## src/pkg/radio_ctrl_defines.vh

```
// constants for the baseband filter, gain and mux control block
`ifndef RADIO_CTRL_DEFINES_VH
`define RADIO_CTRL_DEFINES_VH

// ------------------------------------------------------------
// serial word layout: 14 data bits then 4 address bits
// ------------------------------------------------------------
`define SER_WORD_BITS 18
`define SER_DATA_BITS 14
`define SER_COUNT_MAX 5'h1f

// ------------------------------------------------------------
// register addresses
// ------------------------------------------------------------
`define ADDR_FILTER_TRIM_HP 4'h7
`define ADDR_FILTER_MODE_MUX 4'h8
`define ADDR_TX_GAIN_SOURCE 4'h9
`define ADDR_RX_GAIN_SETTING 4'hb
`define ADDR_TX_GAIN_SETTING 4'hc
`define ADDR_RX_OUTPUT_CM 4'hf

// ------------------------------------------------------------
// reset values
// ------------------------------------------------------------
`define RST_FILTER_TRIM_HP 14'h0012
`define RST_FILTER_MODE_MUX 14'h0001
`define RST_TX_GAIN_SOURCE 14'h0000
`define RST_RX_GAIN_SETTING 14'h0000
`define RST_TX_GAIN_SETTING 14'h0000
`define RST_RX_OUTPUT_CM 14'h0000

// ------------------------------------------------------------
// field positions
// ------------------------------------------------------------
`define F_HP_CORNER_HI 13
`define F_HP_CORNER_LO 12
`define F_RX_TRIM_HI 2
`define F_RX_TRIM_LO 0
`define F_TX_TRIM_HI 5
`define F_TX_TRIM_LO 3
`define F_LPF_MODE_HI 1
`define F_LPF_MODE_LO 0
`define F_STR_SRC_HI 9
`define F_STR_SRC_LO 8
`define F_STR_GATE 10
`define F_RX_GAIN_SERIAL 12
`define F_TX_GAIN_SERIAL 10
`define F_TX_GAIN_HI 5
`define F_TX_GAIN_LO 0
`define F_CM_HI 11
`define F_CM_LO 10
`define F_LNA_HI 6
`define F_LNA_LO 5
`define F_VGA_HI 4
`define F_VGA_LO 0

// ------------------------------------------------------------
// highpass corner selections and their frequencies in Hz
// ------------------------------------------------------------
`define HP_SEL_100HZ 2'h0
`define HP_SEL_4KHZ 2'h1
`define HP_SEL_30KHZ 2'h2
`define HP_SEL_600KHZ 2'h3
`define HP_HZ_100 20'h00064
`define HP_HZ_4K 20'h00fa0
`define HP_HZ_30K 20'h07530
`define HP_HZ_600K 20'h927c0

// ------------------------------------------------------------
// strength mux sources
// ------------------------------------------------------------
`define STR_SRC_SIGNAL 2'h0
`define STR_SRC_TEMP 2'h1
`define STR_SRC_POWER 2'h2

// ------------------------------------------------------------
// lowpass corners in units of 100 kHz, trim in percent
// ------------------------------------------------------------
`define RX_LPF_11B 8'h4b
`define RX_LPF_11G 8'h55
`define RX_LPF_TURBO1 8'h96
`define RX_LPF_TURBO2 8'hb4
`define TX_LPF_11B 8'h50
`define TX_LPF_11G 8'h6e
`define TX_LPF_TURBO1 8'ha5
`define TX_LPF_TURBO2 8'he1
`define TRIM_BASE_PCT 7'h5a
`define TRIM_STEP_PCT 7'h05
`define TRIM_NOMINAL_PCT 7'h64
`define RX_TRIM_MAX 3'h4
`define TX_TRIM_MAX 3'h5

// ------------------------------------------------------------
// output common mode in mV
// ------------------------------------------------------------
`define CM_BASE_MV 11'h44c
`define CM_STEP_MV 11'h064

// ------------------------------------------------------------
// transmit gain code: fine region and step counts in 0.5 dB
// ------------------------------------------------------------
`define TXG_CODE_MAX 6'h3f
`define TXG_FINE_LOW 6'h30
`define TXG_COARSE_TOP 6'h2f
`define TXG_COARSE_BASE 7'h10

`endif

```

## src/serial_word_rx.v

```verilog
// three-wire serial word receiver, sampled on the system clock
`default_nettype none
`include "radio_ctrl_defines.vh"

module serial_word_rx (
   input wire clk,
   input wire rst,
   input wire sel_n,
   input wire sclk,
   input wire sdata,
   output reg word_valid,
   output reg [3:0] word_addr,
   output reg [13:0] word_data
);

reg sclk_prev;
reg sel_prev;
reg [17:0] shift;
reg [4:0] count;

wire sclk_rise = sclk & ~sclk_prev;
wire sel_rise = sel_n & ~sel_prev;

// a frame of the wrong length is dropped rather than half applied
always @(posedge clk) begin
   if (rst) begin
      sclk_prev <= 1'b0;
      sel_prev <= 1'b1;
      shift <= 18'h00000;
      count <= 5'h00;
      word_valid <= 1'b0;
      word_addr <= 4'h0;
      word_data <= 14'h0000;
   end else begin
      sclk_prev <= sclk;
      sel_prev <= sel_n;
      word_valid <= 1'b0;
      if (sel_n) begin
         count <= 5'h00;
      end else if (sclk_rise) begin
         shift <= {shift[16:0], sdata};
         if (count != `SER_COUNT_MAX) begin
            count <= count + 5'h01;
         end
      end
      if (sel_rise && count == `SER_WORD_BITS) begin
         word_valid <= 1'b1;
         word_data <= shift[17:4];
         word_addr <= shift[3:0];
      end
   end
end

endmodule
`default_nettype wire

```

## src/tx_gain_decode.v

```verilog
// transmit gain code to attenuation below maximum, in 0.5 dB units
`default_nettype none
`include "radio_ctrl_defines.vh"

module tx_gain_decode (
   input wire [5:0] code,
   output reg [6:0] atten_half_db
);

reg [5:0] below;

always @* begin
   below = 6'h00;
   if (code >= `TXG_FINE_LOW) begin
      atten_half_db = {1'b0, `TXG_CODE_MAX - code};
   end else begin
      // code pairs share one setting, 1 dB per pair
      below = `TXG_COARSE_TOP - code;
      atten_half_db = `TXG_COARSE_BASE + {1'b0, below[5:1], 1'b0};
   end
end

endmodule
`default_nettype wire

```

## src/radio_filter_gain_mux_control.v

```verilog
// baseband filter, gain source and strength mux control decode
//
// Behaviour
// coupling select high forces 600 kHz highpass
// otherwise highpass corner from field, default 100Hz
// mode field picks receive lowpass coarse corner
// receive trim 90 to 110 percent, rest undefined
// common-mode field sets 1.1V up to 1.4V
// source field selects strength, temperature or power
// gate bit ties strength output to coupling select
// signal strength only driven in receive mode
// transmit only with select high and shutdown-bar high
// receive only with select low, shutdown-bar high
// same mode field picks transmit lowpass corner
// transmit trim 90 to 115 percent, rest unused
// six-bit gain code, half dB top steps
// lower gain codes pair up in 1 dB steps
// gain source bit: pins or register field
// receive gain source bit: pins or register
// registers hold; decode follows changes directly
// controller writes registers by address over serial port
`default_nettype none
`include "radio_ctrl_defines.vh"

module radio_filter_gain_mux_control (
   input wire REF_CLK,
   input wire RESET,
   input wire SER_SEL_N,
   input wire SER_CLK,
   input wire SER_DATA,
   input wire COUPLING_SELECT,
   input wire TX_RX_SELECT,
   input wire SHUTDOWN_BAR,
   input wire [5:0] PARALLEL_GAIN_PINS,
   input wire [6:0] RX_GAIN_PINS,
   output reg WRITE_DONE,
   output reg TX_EN,
   output reg RX_EN,
   output reg [1:0] HP_CORNER_SEL,
   output reg [19:0] HP_CORNER_HZ,
   output reg [7:0] RX_LPF_CORNER,
   output reg [6:0] RX_LPF_TRIM_PCT,
   output reg RX_LPF_TRIM_VALID,
   output reg [7:0] TX_LPF_CORNER,
   output reg [6:0] TX_LPF_TRIM_PCT,
   output reg TX_LPF_TRIM_VALID,
   output reg [10:0] RX_CM_MV,
   output reg [1:0] STRENGTH_SRC,
   output reg STRENGTH_ON,
   output reg [5:0] TX_GAIN_CODE,
   output reg [6:0] TX_ATTEN_HALF_DB,
   output reg [1:0] RX_LNA_GAIN,
   output reg [4:0] RX_VGA_GAIN
);

// ------------------------------------------------------------
// functions
// ------------------------------------------------------------
// out-of-range trim codes fall back to nominal so the corner stays sane
function [6:0] trim_pct;
   input [2:0] code;
   input [2:0] max_code;
   begin
      if (code <= max_code) begin
         trim_pct = `TRIM_BASE_PCT + `TRIM_STEP_PCT * {4'h0, code};
      end else begin
         trim_pct = `TRIM_NOMINAL_PCT;
      end
   end
endfunction

function [7:0] lpf_corner;
   input [1:0] mode;
   input tx_path;
   begin
      case (mode)
         2'h0: lpf_corner = tx_path ? `TX_LPF_11B : `RX_LPF_11B;
         2'h1: lpf_corner = tx_path ? `TX_LPF_11G : `RX_LPF_11G;
         2'h2: lpf_corner = tx_path ? `TX_LPF_TURBO1 : `RX_LPF_TURBO1;
         default: lpf_corner = tx_path ? `TX_LPF_TURBO2 : `RX_LPF_TURBO2;
      endcase
   end
endfunction

// ------------------------------------------------------------
// serial port
// ------------------------------------------------------------
wire word_valid;
wire [3:0] word_addr;
wire [13:0] word_data;

serial_word_rx u_rx (
   .clk(REF_CLK),
   .rst(RESET),
   .sel_n(SER_SEL_N),
   .sclk(SER_CLK),
   .sdata(SER_DATA),
   .word_valid(word_valid),
   .word_addr(word_addr),
   .word_data(word_data)
);

// ------------------------------------------------------------
// register file
// ------------------------------------------------------------
reg [13:0] filter_trim_and_highpass;
reg [13:0] filter_mode_and_output_mux;
reg [13:0] tx_gain_source_config;
reg [13:0] rx_gain_setting;
reg [13:0] tx_gain_setting;
reg [13:0] rx_output_common_mode;
reg write_hit;

// unknown addresses belong to other blocks and are left alone
// each register keeps its value until a frame addresses it
always @(posedge REF_CLK) begin
   if (RESET) begin
      filter_trim_and_highpass <= `RST_FILTER_TRIM_HP;
      filter_mode_and_output_mux <= `RST_FILTER_MODE_MUX;
      tx_gain_source_config <= `RST_TX_GAIN_SOURCE;
      rx_gain_setting <= `RST_RX_GAIN_SETTING;
      tx_gain_setting <= `RST_TX_GAIN_SETTING;
      rx_output_common_mode <= `RST_RX_OUTPUT_CM;
      write_hit <= 1'b0;
   end else begin
      write_hit <= 1'b0;
      if (word_valid) begin
         case (word_addr)
            `ADDR_FILTER_TRIM_HP: begin
               filter_trim_and_highpass <= word_data;
               write_hit <= 1'b1;
            end
            `ADDR_FILTER_MODE_MUX: begin
               filter_mode_and_output_mux <= word_data;
               write_hit <= 1'b1;
            end
            `ADDR_TX_GAIN_SOURCE: begin
               tx_gain_source_config <= word_data;
               write_hit <= 1'b1;
            end
            `ADDR_RX_GAIN_SETTING: begin
               rx_gain_setting <= word_data;
               write_hit <= 1'b1;
            end
            `ADDR_TX_GAIN_SETTING: begin
               tx_gain_setting <= word_data;
               write_hit <= 1'b1;
            end
            `ADDR_RX_OUTPUT_CM: begin
               rx_output_common_mode <= word_data;
               write_hit <= 1'b1;
            end
            default: begin
               write_hit <= 1'b0;
            end
         endcase
      end
   end
end

// ------------------------------------------------------------
// field extraction
// ------------------------------------------------------------
wire [1:0] hp_field =
   filter_trim_and_highpass[`F_HP_CORNER_HI:`F_HP_CORNER_LO];
wire [2:0] rx_trim =
   filter_trim_and_highpass[`F_RX_TRIM_HI:`F_RX_TRIM_LO];
wire [2:0] tx_trim =
   filter_trim_and_highpass[`F_TX_TRIM_HI:`F_TX_TRIM_LO];
wire [1:0] lpf_mode =
   filter_mode_and_output_mux[`F_LPF_MODE_HI:`F_LPF_MODE_LO];
wire [1:0] str_src =
   filter_mode_and_output_mux[`F_STR_SRC_HI:`F_STR_SRC_LO];
wire str_gate = filter_mode_and_output_mux[`F_STR_GATE];
wire rx_gain_serial = filter_mode_and_output_mux[`F_RX_GAIN_SERIAL];
wire tx_gain_serial = tx_gain_source_config[`F_TX_GAIN_SERIAL];
wire [1:0] cm_code = rx_output_common_mode[`F_CM_HI:`F_CM_LO];

// ------------------------------------------------------------
// operating mode
// ------------------------------------------------------------
wire next_tx_en = TX_RX_SELECT & SHUTDOWN_BAR;
wire next_rx_en = ~TX_RX_SELECT & SHUTDOWN_BAR;

// ------------------------------------------------------------
// highpass corner
// ------------------------------------------------------------
reg [1:0] next_hp_sel;
reg [19:0] next_hp_hz;

// bit 12 wins over bit 13, so code 11 gives the 4 kHz corner
always @* begin
   if (COUPLING_SELECT) begin
      next_hp_sel = `HP_SEL_600KHZ;
   end else if (hp_field[0]) begin
      next_hp_sel = `HP_SEL_4KHZ;
   end else if (hp_field[1]) begin
      next_hp_sel = `HP_SEL_30KHZ;
   end else begin
      next_hp_sel = `HP_SEL_100HZ;
   end
   case (next_hp_sel)
      `HP_SEL_100HZ: next_hp_hz = `HP_HZ_100;
      `HP_SEL_4KHZ: next_hp_hz = `HP_HZ_4K;
      `HP_SEL_30KHZ: next_hp_hz = `HP_HZ_30K;
      default: next_hp_hz = `HP_HZ_600K;
   endcase
end

// ------------------------------------------------------------
// strength output mux
// ------------------------------------------------------------
reg next_str_on;

// gate bit set: output held off while coupling select is low; clear: source and mode alone decide
always @* begin
   next_str_on = 1'b1;
   if (str_gate && !COUPLING_SELECT) begin
      next_str_on = 1'b0;
   end
   case (str_src)
      `STR_SRC_SIGNAL: begin
         if (!next_rx_en) begin
            next_str_on = 1'b0;
         end
      end
      `STR_SRC_TEMP: begin
         // temperature reading has no mode restriction
      end
      `STR_SRC_POWER: begin
         // power reading has no mode restriction
      end
      default: begin
         // undefined source code drives nothing
         next_str_on = 1'b0;
      end
   endcase
end

// ------------------------------------------------------------
// gain sources
// ------------------------------------------------------------
wire [5:0] next_tx_gain = tx_gain_serial ?
   tx_gain_setting[`F_TX_GAIN_HI:`F_TX_GAIN_LO] :
   PARALLEL_GAIN_PINS;
wire [6:0] atten_half_db;

tx_gain_decode u_gain (
   .code(next_tx_gain),
   .atten_half_db(atten_half_db)
);

wire [1:0] next_lna = rx_gain_serial ?
   rx_gain_setting[`F_LNA_HI:`F_LNA_LO] : RX_GAIN_PINS[6:5];
wire [4:0] next_vga = rx_gain_serial ?
   rx_gain_setting[`F_VGA_HI:`F_VGA_LO] : RX_GAIN_PINS[4:0];

// ------------------------------------------------------------
// common mode
// ------------------------------------------------------------
wire [10:0] next_cm_mv =
   `CM_BASE_MV + `CM_STEP_MV * {9'h000, cm_code};

// ------------------------------------------------------------
// output registers: write strobe and operating mode
// ------------------------------------------------------------
// one register stage so every setting changes on a clean edge;
// pins and fields reach the outputs one cycle later, no commit
always @(posedge REF_CLK) begin
   if (RESET) begin
      WRITE_DONE <= 1'b0;
      TX_EN <= 1'b0;
      RX_EN <= 1'b0;
   end else begin
      WRITE_DONE <= write_hit;
      TX_EN <= next_tx_en;
      RX_EN <= next_rx_en;
   end
end

// ------------------------------------------------------------
// output registers: filter corners, trims and common mode
// ------------------------------------------------------------
// reset shows what the register reset values decode to, except
// the highpass, which starts wide until the pins are trusted
always @(posedge REF_CLK) begin
   if (RESET) begin
      HP_CORNER_SEL <= `HP_SEL_600KHZ;
      HP_CORNER_HZ <= `HP_HZ_600K;
      RX_LPF_CORNER <= `RX_LPF_11G;
      RX_LPF_TRIM_PCT <= `TRIM_NOMINAL_PCT;
      RX_LPF_TRIM_VALID <= 1'b1;
      TX_LPF_CORNER <= `TX_LPF_11G;
      TX_LPF_TRIM_PCT <= `TRIM_NOMINAL_PCT;
      TX_LPF_TRIM_VALID <= 1'b1;
      RX_CM_MV <= `CM_BASE_MV;
   end else begin
      HP_CORNER_SEL <= next_hp_sel;
      HP_CORNER_HZ <= next_hp_hz;
      RX_LPF_CORNER <= lpf_corner(lpf_mode, 1'b0);
      RX_LPF_TRIM_PCT <= trim_pct(rx_trim, `RX_TRIM_MAX);
      RX_LPF_TRIM_VALID <= (rx_trim <= `RX_TRIM_MAX);
      TX_LPF_CORNER <= lpf_corner(lpf_mode, 1'b1);
      TX_LPF_TRIM_PCT <= trim_pct(tx_trim, `TX_TRIM_MAX);
      TX_LPF_TRIM_VALID <= (tx_trim <= `TX_TRIM_MAX);
      RX_CM_MV <= next_cm_mv;
   end
end

// ------------------------------------------------------------
// output registers: strength mux
// ------------------------------------------------------------
// held off in reset: the mode pins may not be valid yet, and a
// strength reading in the wrong mode would mislead the controller
always @(posedge REF_CLK) begin
   if (RESET) begin
      STRENGTH_SRC <= `STR_SRC_SIGNAL;
      STRENGTH_ON <= 1'b0;
   end else begin
      STRENGTH_SRC <= str_src;
      STRENGTH_ON <= next_str_on;
   end
end

// ------------------------------------------------------------
// output registers: gain selections
// ------------------------------------------------------------
// code and attenuation come from one selection in the same cycle,
// so a pin change never shows a code with the old attenuation;
// reset shows code zero, the weakest setting
always @(posedge REF_CLK) begin
   if (RESET) begin
      TX_GAIN_CODE <= 6'h00;
      TX_ATTEN_HALF_DB <= 7'h3e;
      RX_LNA_GAIN <= 2'h0;
      RX_VGA_GAIN <= 5'h00;
   end else begin
      TX_GAIN_CODE <= next_tx_gain;
      TX_ATTEN_HALF_DB <= atten_half_db;
      RX_LNA_GAIN <= next_lna;
      RX_VGA_GAIN <= next_vga;
   end
end

endmodule
`default_nettype wire

```

## config.mk

```make
export PLATFORM = sky130hd
export DESIGN_NAME = radio_filter_gain_mux_control
export DESIGN_NICKNAME = d
export VERILOG_FILES = /design/src/serial_word_rx.v /design/src/tx_gain_decode.v /design/src/radio_filter_gain_mux_control.v
export VERILOG_INCLUDE_DIRS = /design/src /design/src/pkg
export SDC_FILE = /design/constraint.sdc
export NUM_CORES = 1
export LEC_CHECK = 0
export ABC_AREA = 1
export BUFFER_PORTS_ARGS = -buffer_cell sky130_fd_sc_hd__clkbuf_2
export CAP_MARGIN = 20
export CORE_MARGIN = 2
export CORE_UTILIZATION = 55
export CTS_CLUSTER_DIAMETER = 120
export DETAILED_ROUTE_END_ITERATION = 8
export GPL_ROUTABILITY_DRIVEN = 0
export PLACE_DENSITY = 0.79
export SKIP_CTS_REPAIR_TIMING = 1
export SYNTH_ARGS = -nofsm -noshare
export SYNTH_HDL_FRONTEND = slang
export SYNTH_SLANG_ARGS = --single-unit
export TNS_END_PERCENT = 1
```

## constraint.sdc

```tcl
create_clock -name REF_CLK -period 1.65 [get_ports REF_CLK]
set_clock_uncertainty 0.05 [all_clocks]
set_input_delay 0.165 -clock REF_CLK [delete_from_list [all_inputs] [get_ports REF_CLK]]
set_output_delay 0.165 -clock REF_CLK [all_outputs]
set_load 0.02 [all_outputs]
```

==> metrics <==
routed via count=about 4700; number of nets in the final layout=around 940; slowest CP cell=sky130_fd_sc_hd__dfxtp_2; worst IR drop on VDD=between 0.0006 and 0.0007 V; period utilization=about nine tenths; Yosys warning total=0; Antenna diodes=0; Core Region=0.0103 mm²; Worst Path Required=~2.0 ns; Final Routed Wirelength=about 11000 µm; leakage power total=3.57 nW; number of fill cells in the layout=a little under 800; full die area=approximately 0.011 mm²; die boundary width=~110 µm; total negative setup slack=0 ns; result of the run=complete, no violations; slowest stage delay, CP=0.36 ns; combined flip-flop and latch cell area=~0.0029 mm²; count of pins over their slew limit=0; average wire per cell in the routed design=between 10 and 15 µm; part of the Yosys area used for sequential elements=between 40 and 50%; number of nets with antenna violations after detailed routing=0; cell-by-cell trace of the critical path=inv_1, ha_1, inv_1, ha_1, a21oi_1, o21ai_0, nand2_1; number of primary I/O pins=about 110; area of the multi-input gates=0.00227 mm²; register clock-pin slew on the reported worst setup and hold paths=about 0.060 ns; max capacitance violation total=0; combinational family with the most area after synthesis=simple AND/OR/NAND/NOR gates; signal arrival time at the worst endpoint=about 1.9 ns; areal power density over the cells=about 1100 mW/mm²; Vert. Die Dim=between 100 and 150 µm; adder-cell area share of the yosys netlist=between 7 and 8%; time the worst path needs with I/O delays and setup=between 1 and 1.5 ns; Fin. Hold Viols=0; initial cell density of the core=56.6%; top cell type by total area after synthesis=sky130_fd_sc_hd__dfxtp_1; mean cell area of the mapped netlist=approximately 7.7 µm²; vias per cell=~4.6; detailed-router iteration count before antenna repair=5; CTS tree=done; signed area change from the synthesized netlist to the final layout=23.0%; number of levels the H-tree was split into=4; highest clock rate=~670 MHz; portion of synthesized cell area occupied by the leading cell type=between 40% and 50%; DRC viols=0; number of buffers on the longest clock path=2; clock insertion delay at the later pin of the skew report=0.52 ns; count of standard-cell rows=37; netlist area before placement=just under 0.006 mm²; commonest non-fill, non-tap cell in the layout=sky130_fd_sc_hd__nand2_1; half-perimeter wire length after detailed placement=7310 µm; hold crit path type=reg -> reg; Post-Route Utilization=a little over two thirds; setup slack of the worst register-to-register path=approximately 0.15 ns; distinct cell type count after synthesis=23; number of design-rule violations left by the first detailed-router iteration=222; leading cell types in the layout, fill and taps excluded=172 x sky130_fd_sc_hd__nand2_1, 165 x sky130_fd_sc_hd__nor2_1, 141 x sky130_fd_sc_hd__dfxtp_1; Mapped Cells=~760; post-synthesis share of cell area spent on and, or, nand and nor gates=about 28%; maximum fanout along the worst path=5; post-synthesis share of cell area spent on xor and xnor gates=less than 1%; largest net degree at the start of global routing=36; number of port buffers=~100; kind of end point of the critical path=register; number of global-route vias before repair=4236; antenna violations before repair=0; Area contributors post-synth=sky130_fd_sc_hd__dfxtp_1 49%, sky130_fd_sc_hd__nand2_1 11%, sky130_fd_sc_hd__nor2_1 11%; share of post-route cells with drive strength above 1=between 15 and 20%; Setup crit start kind=register; Num Clock Sinks=about 140; number of storage elements in the synthesis netlist=approximately 140; all-layer global routing usage=20.0%; synthesized-area fraction occupied by ao, oa, aoi and oai cells=between 2 and 2.5%; total setup violations reported at the end of the flow=0; clock root buffer=sky130_fd_sc_hd__clkbuf_8; gr ovfl total=0; total CTS buffers=17; critical setup path kind=reg -> reg; multiplexer share of the synthesized area=0%; first-pass GRT wire length=18300 µm; unrepaired setup endpoints after global routing=false
-- path summary, 6_finish.rpt --
check	startpoint	to	cells after the start
setup / recovery	filter_trim_and_highpass[2]$_SDFFE_PP0P_	RX_LPF_TRIM_PCT[6]$_SDFF_PP1_	7
hold / removal	write_hit$_SDFF_PP0_	WRITE_DONE$_SDFF_PP0_	2
setup reg to reg	filter_trim_and_highpass[2]$_SDFFE_PP0P_	RX_LPF_TRIM_PCT[6]$_SDFF_PP1_	7
hold reg to reg	write_hit$_SDFF_PP0_	WRITE_DONE$_SDFF_PP0_	2
-- metrics by stage --
step / setup WS (ns) / hold slack, ns / cell area, µm² / power [mW] / instances
after floorplan: 0.182 / 0.193 / 5840 / 3.92 / 767
after global placement: 0.0994 / 0.335 / 6330 / 4.02 / 973
after detailed placement: 0.0818 / 0.340 / 6330 / 4.03 / 973
after CTS: 0.0799 / -0.202 / 6920 / 7.77 / 1005
after global routing: 0.0363 / 0.397 / 7150 / 8.06 / 1027
final: 0.153 / 0.368 / 7150 / 7.74 / 1027
-- cells by family after synthesis --
logic type	after synthesis
buffers and inverters	155
and+or+nand+nor	391
xor gates and xnor gates	2
AOI/OAI and AO/OA	29
DFF	143
other	2
adders and majority gates	37
-- per-layer routing --
| layer | global-route usage (%) | share of wire (%) | vias to the layer above |
|---|---|---|---|
| li1 | - | - | 2472 |
| met1 | 24.2 | 44 | 2099 |
| met2 | 34.3 | 49 | 110 |
| met3 | 5.59 | 4.8 | 17 |
| met4 | 7.14 | 1.6 | 0 |
| met5 | 0 | 0 | - |
-- critical path: cells and delay by family (launching register included) --
| kind | cells | cell delay (ns) |
|---|---|---|
| fa+ha+maj | 2 | 0.58 |
| flops | 1 | 0.36 |
| compound gates | 2 | 0.21 |
| buf+inv | 2 | 0.13 |
| simple gates | 1 | 0.06 |
-- state kept, by name, indices dropped and copies added, names as in the netlist, 6 cells and up --
| name | flops |
|---|---|
| tx_gain_setting | 6 |
| u_rx.shift | 18 |
| TX_GAIN_CODE | 6 |
| rx_gain_setting | 7 |
| filter_trim_and_highpass | 8 |
| TX_ATTEN_HALF_DB | 7 |
| RX_CM_MV | 7 |
| RX_LPF_TRIM_PCT | 7 |
| filter_mode_and_output_mux | 6 |
| TX_LPF_TRIM_PCT | 7 |
| HP_CORNER_HZ | 9 |
| u_rx.word_data | 13 |
-- synth_stat cells --
master                       n
sky130_fd_sc_hd__inv_1     110
sky130_fd_sc_hd__clkbuf_1    4
sky130_fd_sc_hd__o21ai_0    18
sky130_fd_sc_hd__nor3_1      5
sky130_fd_sc_hd__buf_6       4
sky130_fd_sc_hd__or2_2       5
sky130_fd_sc_hd__nor2_1    166
sky130_fd_sc_hd__nand3_4     1
sky130_fd_sc_hd__nand2_1   172
sky130_fd_sc_hd__conb_1      2
sky130_fd_sc_hd__nor2_4      3
sky130_fd_sc_hd__a21oi_1    11
sky130_fd_sc_hd__buf_1       1
sky130_fd_sc_hd__dfxtp_1   143
sky130_fd_sc_hd__nand4_1     6
sky130_fd_sc_hd__nor2_2      3
sky130_fd_sc_hd__nand3_1    26
sky130_fd_sc_hd__nand3_2     3
sky130_fd_sc_hd__buf_2      12
sky130_fd_sc_hd__buf_4      24
sky130_fd_sc_hd__nand3b_1    1
sky130_fd_sc_hd__xnor2_1     2
sky130_fd_sc_hd__ha_1       37
-- area by class of cell --
type | count | area share [%]
well taps | 136 | 2.38
clock inverters | 13 | 2.28
flip-flops and latches | 143 | 40.1
inverters | 110 | 5.78
multi-input cells | 469 | 31.7
clock buffers | 19 | 6.04
repair buffers | 137 | 11.8
-- where the power goes --
| group | switching, mW | leakage [nW] | total, mW | internal, mW |
|---|---|---|---|---|
| Combinational | 0.281 | 2.12 | 0.439 | 0.158 |
| Clock | 1.41 | 0.284 | 3.75 | 2.34 |
| Sequential | 0.0269 | 1.17 | 3.56 | 3.53 |
| Total | 1.71 | 3.57 | 7.74 | 6.03 |
No activity file was read; power rests on OpenSTA's default activity.
